==> src/csr_unit_map.svh <==
// Offsets, field positions and reset values of the select/ready unit
`ifndef CSR_UNIT_MAP_SVH
`define CSR_UNIT_MAP_SVH
// Register indices on the plain port
`define REG_UPPER 3'h0
`define REG_LOWER 3'h1
`define REG_PERIPH_BASE 3'h2
`define REG_MID_BASE 3'h3
`define REG_MID_PERIPH 3'h4
`define REG_MODE 3'h5
// Reset: top 1 Kbyte (mask of 1K blocks), 3 waits + external ready
`define UPPER_RESET 16'hFFC0
`define READY_RESET 3'h3
// Field positions
`define RDY_HI 2
`define RDY_LO 0
// Block mask sits above the ready bits so the two never share a bit
`define MASK_HI 15
`define MASK_LO 6
`define MP_OPT 7
`define MP_MEMSP 6
`define MODE_ENH 0
// Fixed geometry
`define PERIPH_SHIFT 7
`define CTRL_BLOCK_HI 12'hFFF
`define COPROC_PORT_HI 13'h001F
`endif

==> src/csr_unit_pkg.sv <==
// Types shared by the select/ready unit
package csr_unit_pkg;
  typedef struct packed {
    logic [19:0] addr;
    logic mem_space;
    logic start;
    logic active;
    logic external;
    logic numerics;
  } bus_cycle_t;
  typedef enum logic [1:0] {
    IDLE,
    WAITING,
    DONE
  } ready_state_t;
  typedef struct packed {
    logic [15:0] upper;
    logic [15:0] lower;
    logic [15:0] periph_base;
    logic [15:0] mid_base;
    logic [15:0] mid_periph;
    logic enhanced;
    logic lower_seen;
    logic pbase_seen;
    logic mbase_seen;
    logic mperiph_seen;
    logic [12:0] sel_n;
    logic [1:0] addr_lat;
    logic [2:0] rdy_cfg;
    logic [1:0] wait_cnt;
    ready_state_t st;
    logic ready;
    logic [15:0] rdata;
    logic ctrl_hit;
  } unit_state_t;
endpackage

==> src/chip_select_ready_unit.sv <==
// Chip select decode and ready wait-state generator
`timescale 1ns/1ps
`include "csr_unit_map.svh"
module chip_select_ready_unit
  import csr_unit_pkg::*;
#(
  parameter int MID_LOW_BIT = 13
) (
  input wire logic clk, // 100 MHz clock
  input wire logic rst, // Async reset, active high
  input wire logic [2:0] reg_addr, // Register index
  input wire logic [15:0] reg_wdata, // Write data
  input wire logic reg_wr, // Write strobe
  input wire logic reg_rd, // Read strobe
  output logic [15:0] reg_rdata, // Read data, cycle after strobe
  input wire bus_cycle_t cyc, // Internal bus cycle info
  input wire logic ext_ready_pin, // External ready, asynchronous
  input wire logic coproc_error_pin, // Coprocessor error, asynchronous
  input wire logic coproc_request_pin, // Coprocessor request, asynchronous
  output logic upper_mem_select_n, // Upper memory select
  output logic lower_mem_select_n, // Lower memory select
  output logic [3:0] midrange_selects_n, // Mid selects / coproc pins
  output logic [6:0] periph_select_n, // Peripheral selects
  output logic coproc_error_seen, // Synchronised coprocessor error
  output logic coproc_request, // Synchronised coprocessor request
  output logic ready_out // Internal ready to bus unit
);

  // ****************************************
  // Synchronisers
  // ****************************************
  logic [2:0] meta_q;
  logic [2:0] sync_q;
  always_ff @(posedge clk or posedge rst) begin
    if (rst) begin
      meta_q <= 3'h0;
      sync_q <= 3'h0;
    end else begin
      meta_q <= {ext_ready_pin, coproc_error_pin, coproc_request_pin};
      sync_q <= meta_q;
    end
  end

  // Block mask per 1K granule: ones cover the bottom block, zeros cover the top block
  function automatic logic in_top(input logic [19:0] a,
                                  input logic [15:0] m);
    in_top = ((~a[19:10] & m[`MASK_HI:`MASK_LO]) == 10'h000)
             && (a[19:18] == 2'h3);
  endfunction

  function automatic logic in_bottom(input logic [19:0] a,
                                     input logic [15:0] m);
    in_bottom = ((a[19:10] & ~m[`MASK_HI:`MASK_LO]) == 10'h000)
                && (a[19:18] == 2'h0);
  endfunction

  unit_state_t s_q;
  unit_state_t s_d;

  logic [19:0] a;
  logic [12:0] hit;
  logic [19:0] mid_size;
  logic [19:0] mid_off;
  logic [19:0] pbase;
  logic [19:0] poff;
  logic periph_ok;
  logic mid_ok;
  logic [2:0] rdy_sel;
  logic rd_hit;

  // ****************************************
  // Decode
  // ****************************************
  always_comb begin
    a = cyc.addr;
    hit = 13'h0000;
    rdy_sel = s_q.upper[`RDY_HI:`RDY_LO];
    // Size in bytes from a one-hot 8K-unit field
    mid_size = {s_q.mid_periph[14:8], 13'h0000};
    mid_off = a - {s_q.mid_base[15:9], MID_LOW_BIT'(0)};
    pbase = {s_q.periph_base[15:6], 10'h000};
    poff = a - pbase;
    periph_ok = s_q.pbase_seen && s_q.mperiph_seen;
    mid_ok = s_q.mbase_seen && s_q.mperiph_seen;
    if (cyc.active && !cyc.external) begin
      if (cyc.mem_space && in_top(a, s_q.upper)) begin
        hit[12] = 1'b1;
        rdy_sel = s_q.upper[`RDY_HI:`RDY_LO];
      end
      if (cyc.mem_space && s_q.lower_seen
          && in_bottom(a, s_q.lower)) begin
        hit[11] = 1'b1;
        rdy_sel = s_q.lower[`RDY_HI:`RDY_LO];
      end
      if (cyc.mem_space && mid_ok && mid_size != 20'h00000
          && mid_off < mid_size) begin
        if (mid_off < (mid_size >> 2))
          hit[7] = 1'b1;
        else if (mid_off < (mid_size >> 1))
          hit[8] = 1'b1;
        else if (mid_off < mid_size - (mid_size >> 2))
          hit[9] = 1'b1;
        else
          hit[10] = 1'b1;
        rdy_sel = s_q.mid_base[`RDY_HI:`RDY_LO];
      end
      if (periph_ok && cyc.mem_space == s_q.mid_periph[`MP_MEMSP]
          && poff[19:`PERIPH_SHIFT] < 13'h0007) begin
        hit[poff[9:`PERIPH_SHIFT]] = 1'b1;
        rdy_sel = s_q.periph_base[`RDY_HI:`RDY_LO];
      end
    end
  end

  // ****************************************
  // Next state
  // ****************************************
  always_comb begin
    s_d = s_q;
    rd_hit = reg_rd;
    s_d.rdata = 16'h0000;
    if (reg_wr || rd_hit) begin
      case (reg_addr)
        `REG_LOWER: s_d.lower_seen = 1'b1;
        `REG_PERIPH_BASE: s_d.pbase_seen = 1'b1;
        `REG_MID_BASE: s_d.mbase_seen = 1'b1;
        `REG_MID_PERIPH: s_d.mperiph_seen = 1'b1;
        default: ;
      endcase
    end
    if (reg_wr) begin
      case (reg_addr)
        `REG_UPPER: s_d.upper = reg_wdata;
        `REG_LOWER: s_d.lower = reg_wdata;
        `REG_PERIPH_BASE: s_d.periph_base = reg_wdata;
        `REG_MID_BASE: s_d.mid_base = reg_wdata;
        `REG_MID_PERIPH: s_d.mid_periph = reg_wdata;
        `REG_MODE: s_d.enhanced = reg_wdata[`MODE_ENH];
        default: ;
      endcase
    end
    if (reg_rd) begin
      case (reg_addr)
        `REG_UPPER: s_d.rdata = s_q.upper;
        `REG_LOWER: s_d.rdata = s_q.lower;
        `REG_PERIPH_BASE: s_d.rdata = s_q.periph_base;
        `REG_MID_BASE: s_d.rdata = s_q.mid_base;
        `REG_MID_PERIPH: s_d.rdata = s_q.mid_periph;
        `REG_MODE: s_d.rdata = {15'h0000, s_q.enhanced};
        default: s_d.rdata = 16'h0000;
      endcase
    end
    // Control block hit: selects released two cycles after start
    s_d.ctrl_hit = cyc.active && !cyc.mem_space
                   && a[19:8] == `CTRL_BLOCK_HI;
    // Select outputs, active low; never floated in hold
    s_d.sel_n = ~hit;
    if (s_q.ctrl_hit && !cyc.start)
      s_d.sel_n = 13'h1FFF;
    // Coprocessor select only on numerics cycles
    if (s_q.enhanced) begin
      s_d.sel_n[10] = !(cyc.active && !cyc.external
                        && cyc.numerics);
      // First two mid pins serve as coprocessor inputs, so kept idle
      s_d.sel_n[8:7] = 2'h3;
    end
    if (cyc.start)
      s_d.addr_lat = a[2:1];
    if (s_q.mid_periph[`MP_OPT] && periph_ok) begin
      s_d.sel_n[5] = cyc.start ? a[1] : s_q.addr_lat[0];
      s_d.sel_n[6] = cyc.start ? a[2] : s_q.addr_lat[1];
    end
    // Ready generation
    s_d.ready = 1'b0;
    case (s_q.st)
      IDLE: begin
        if (cyc.start && hit != 13'h0000) begin
          s_d.rdy_cfg = rdy_sel;
          s_d.wait_cnt = rdy_sel[1:0];
          s_d.st = WAITING;
        end
      end
      WAITING: begin
        if (s_q.wait_cnt != 2'h0)
          s_d.wait_cnt = s_q.wait_cnt - 2'h1;
        else if (s_q.rdy_cfg[`RDY_HI] || sync_q[2]) begin
          s_d.ready = 1'b1;
          s_d.st = DONE;
        end
      end
      DONE: s_d.st = cyc.active ? DONE : IDLE;
      default: s_d.st = IDLE;
    endcase
  end

  // ****************************************
  // State register
  // ****************************************
  always_ff @(posedge clk or posedge rst) begin
    if (rst) begin
      s_q <= '0;
      s_q.upper <= `UPPER_RESET | 16'(`READY_RESET);
      s_q.sel_n <= 13'h1FFF;
      s_q.st <= IDLE;
    end else begin
      s_q <= s_d;
    end
  end

  assign reg_rdata = s_q.rdata;
  assign upper_mem_select_n = s_q.sel_n[12];
  assign lower_mem_select_n = s_q.sel_n[11];
  assign midrange_selects_n = s_q.sel_n[10:7];
  assign periph_select_n = s_q.sel_n[6:0];
  assign ready_out = s_q.ready;
  assign coproc_error_seen = sync_q[1];
  assign coproc_request = sync_q[0];

endmodule // chip_select_ready_unit

==> config.mk <==
export PLATFORM = sky130hd
export DESIGN_NAME = chip_select_ready_unit
export DESIGN_NICKNAME = d
export VERILOG_FILES = /design/src/csr_unit_pkg.sv /design/src/chip_select_ready_unit.sv
export VERILOG_INCLUDE_DIRS = /design/src /design/src/src
export SDC_FILE = /design/constraint.sdc
export NUM_CORES = 1
export LEC_CHECK = 0
export BUFFER_PORTS_ARGS = -buffer_cell sky130_fd_sc_hd__buf_2
export CORE_ASPECT_RATIO = 1.75
export CORE_UTILIZATION = 50
export CTS_CLUSTER_DIAMETER = 30
export CTS_CLUSTER_SIZE = 12
export DETAILED_ROUTE_END_ITERATION = 8
export PLACE_DENSITY = 0.72
export SLEW_MARGIN = 5
export SYNTH_ARGS = -nofsm -noshare
export SYNTH_HDL_FRONTEND = slang
export SYNTH_SLANG_ARGS = --single-unit
==> constraint.sdc <==
create_clock -name clk -period 4.7 [get_ports clk]
set_input_delay 0.235 -clock clk [delete_from_list [all_inputs] [get_ports clk]]
set_output_delay 0.235 -clock clk [all_outputs]
set_load 0.005 [all_outputs]
==> flow_summary_export.csv <==
group,metric,value,unit
placement,gp_congestion,0.946,
worst_setup_path,critPathLaunchType,"register",
finish,fillers,1297,
route,totalWireLength,20.5,mm
worst_setup_path,cp.arrival,4310,ps
timing,slew_headroom,26.0,%
pwr,max-vdd-ir-drop,0.289,mV
finish,mostFrequentLayoutCells,"dfrtp_1 (104), buf_2 (77), mux2_2 (72), nand2_1 (48), ha_1 (47)",
worst_setup_path,worstPathRequired,5000,ps
logic_synthesis,synthArstFlopShare,100,%
clock_tree,cts_tree,"yes",
timing,setup_viol,0,
route,wire_per_inst,21.3,um
logic_synthesis,ys.flop_type,"dfrtp_1",
clock_tree,clk_latency,410,ps
die,initial_core_util,51.0,%
die,top_level_ports,83,
job,maxCapViolCount,0,
worst_setup_path,critPathMaxStageDelay,490,ps
pwr,p_sw_share,34.3,%
global_routing,grt_pass1_wl,32.1,mm
logic_synthesis,synth_edf_count,0,
logic_synthesis,avgSynthCellArea,10.6,um2
clock_tree,clock-root-buffer,"clkbuf_16",
logic_synthesis,synthesis.area,7530,um2
worst_setup_path,crit_chain,"inv_1, ha_1, nor2b_1, o31a_1, or4b_1, o2111ai_1, ha_1, a21oi_1, a21boi_0, a211oi_2, mux2_2, or3_1, and3_1",
timing,slew_viol_final,0,
logic_synthesis,yosysSeqAreaShare,43.3,%
die,rows,59,
pwr,total_leakage_power,3.77,nW
timing,period_minus_slack,4000,ps
finish,num_antenna_cells,0,
min_path,min_path_type,"in2async",
timing,rsz0062_at_grt,"false",
clock_tree,cts_sinks,129,
timing,final.period_utilization,85.2,%
global_routing,grt_use_total,27.8,%
worst_setup_path,worstSetupPathType,"reg2reg",
timing,skew,6.58,ps
global_routing,antenna_found_initial,0,
pwr,switching_power,1.44,mW
worst_setup_path,cpMaxStageDelayCell,"or4b_1",
logic_synthesis,syn_nets,808,
logic_synthesis,ys_warn_count,0,
finish,drive_gt1_share,29.9,%
finish,fin_nets,865,
pwr,power.internal,2.75,mW
die,die_w,94.8,um
finish,final-instance-count-excl-fill,961,
die,die-area,15600,um2
pwr,power_frac_comb,33.8,%
global_routing,grt.overflow.total,0,
pwr,p_seq_share,34.6,%
die,die_h,164,um
pwr,clkPwrFrac,31.6,%
logic_synthesis,syn_inst,708,
route,vias,5870,
clock_tree,cts_buffers,17,
finish,layout_commonest_cell,"dfrtp_1",
placement,dp.cells,926,
timing,tightest_slew,1100,ps
clock_tree,path_clk_slew,60,ps
die,coreArea,14800,um2
route,ant_nets,0,
route,drc,0,
worst_setup_path,crit_family,"compound AO/OA/AOI/OAI gates",
finish,areaGrowthSynthToFinish,13.3,%
clock_tree,cts_setup_buffers,0,
pwr,power.density,491,nW/um2
worst_setup_path,cp_max_fo,5,
logic_synthesis,ys_types,73,
clock_tree,htreeDepth,4,
timing,hold_violations,0,
pwr,power,4.19,mW
global_routing,grt_pass1_vias,6136,
timing,tns,0,ps
placement,portBuffers,77,
status,status,"complete, no violations",
logic_synthesis,synth_seq_cells,129,
timing,fmax,0.250,GHz
route,drt-vias-per-instance,6.11,
global_routing,grt_max_degree,87,
clock_tree,clock_path_buffers,2,
placement,dp_hpwl,14.9,mm
worst_setup_path,critPathMostFrequentCell,"ha_1",
worst_setup_path,cp_num_buf_inv,1,
route,dr.first_iter.drc_count,375,
route,drt_first_pass_iters,5,
worst_setup_path,cp-end-kind,"register",
-- synth_stat cells (12+ instances only) --
library cell	number	share of area [%]
nor2b_1	12	1.0
a21oi_1	25	1.7
dfrtp_1	104	35
nor2_1	40	2.0
dfstp_2	25	8.7
inv_1	43	2.1
nand2_1	48	2.4
mux2_2	72	11
o21ai_0	38	2.5
buf_4	28	2.8
clkbuf_1	15	0.75
ha_1	47	7.8
nand2b_1	17	1.4
nand3_1	15	1.0
-- metrics by stage --
step                cell area [um2]  utilization, %  hold slack (ps)  setup WS [ps]
floorplan                      7530               -              266           1070
global placement               7910            53.6              333            814
detailed placement             7910            53.6              340            764
CTS                            8530            57.8             38.5            740
global route                   8530            57.8             55.6            485
finish                         8530            57.8             43.3            696
-- routing by layer --
metal  global-route usage, %  up-vias  share of wire (%)
li1                        -     2663                  -
met1                    31.0     2936                 38
met2                    48.2      204                 52
met3                    4.12       67                4.3
met4                    18.1        0                5.7
met5                       0        -                  0
-- path summary, 6_finish.rpt --
kind / cells past startpoint / startpoint / slack (ps) / to
min in group clk: 2 / cyc[13] / 40 / periph_select_n[3]
min reg2reg: 0 / meta_q[2] / 350 / sync_q[2]
max reg2reg: 13 / s_q[71] / 700 / s_q[20]
max in group asynchronous: 3 / rst / 3460 / s_q[110]
max: 13 / s_q[71] / 700 / s_q[20]
min: 2 / rst / 40 / ready_out
-- timing repair --
action | in CTS | in global routing
resized for setup | 0 | 0
hold endpoints to repair | 3 | 0
hold buffers | 3 | 0
-- kinds of logic (layout without fill, tap and decap cells) --
kind of cell / count (synthesis) / count (layout) / synth area share (%)
AO/OA/AOI/OAI: 141 / 141 / 13.2
XOR/XNOR: 14 / 14 / 1.63
adder cells (fa/ha/maj): 49 / 49 / 8.34
buffers and inverters: 92 / 162 / 6.05
flip-flops: 129 / 129 / 43.3
multiplexers: 89 / 89 / 14.0
AND/OR/NAND/NOR: 194 / 194 / 13.5
-- power groups by stage --
| stage | sequential, mW | clock (mW) | combinational, mW |
|---|---|---|---|
| after floorplan | 1.41 | 0 | 1.04 |
| after global placement | 1.45 | 0 | 1.34 |
| after detailed placement | 1.47 | 0 | 1.40 |
| after CTS | 1.45 | 1.34 | 1.41 |
| after global routing | 1.47 | 1.39 | 1.56 |
| final | 1.45 | 1.32 | 1.42 |
-- area by class of cell --
class                           instances  area (um2)  area share, %
Clock buffer                           19         443           5.19
Clock inverter                         13         153           1.79
Inverter                               44         168           1.97
Multi-Input combinational cell        487        3820           44.8
Sequential cell                       129        3260           38.2
Tap cell                              183         229           2.68
Timing Repair Buffer                   86         460           5.40
-- registers in the layout, indices dropped and copies added, names as in the netlist --
name,flops
ready_out,1
reg_rdata,16
s_q,76
mid_size,7
meta_q,3
midrange_selects_n,4
pbase,10
periph_select_n,7
lower_mem_select_n,1
upper_mem_select_n,1
sync_q,3
Note: power is estimated with default switching activity, not from simulation.
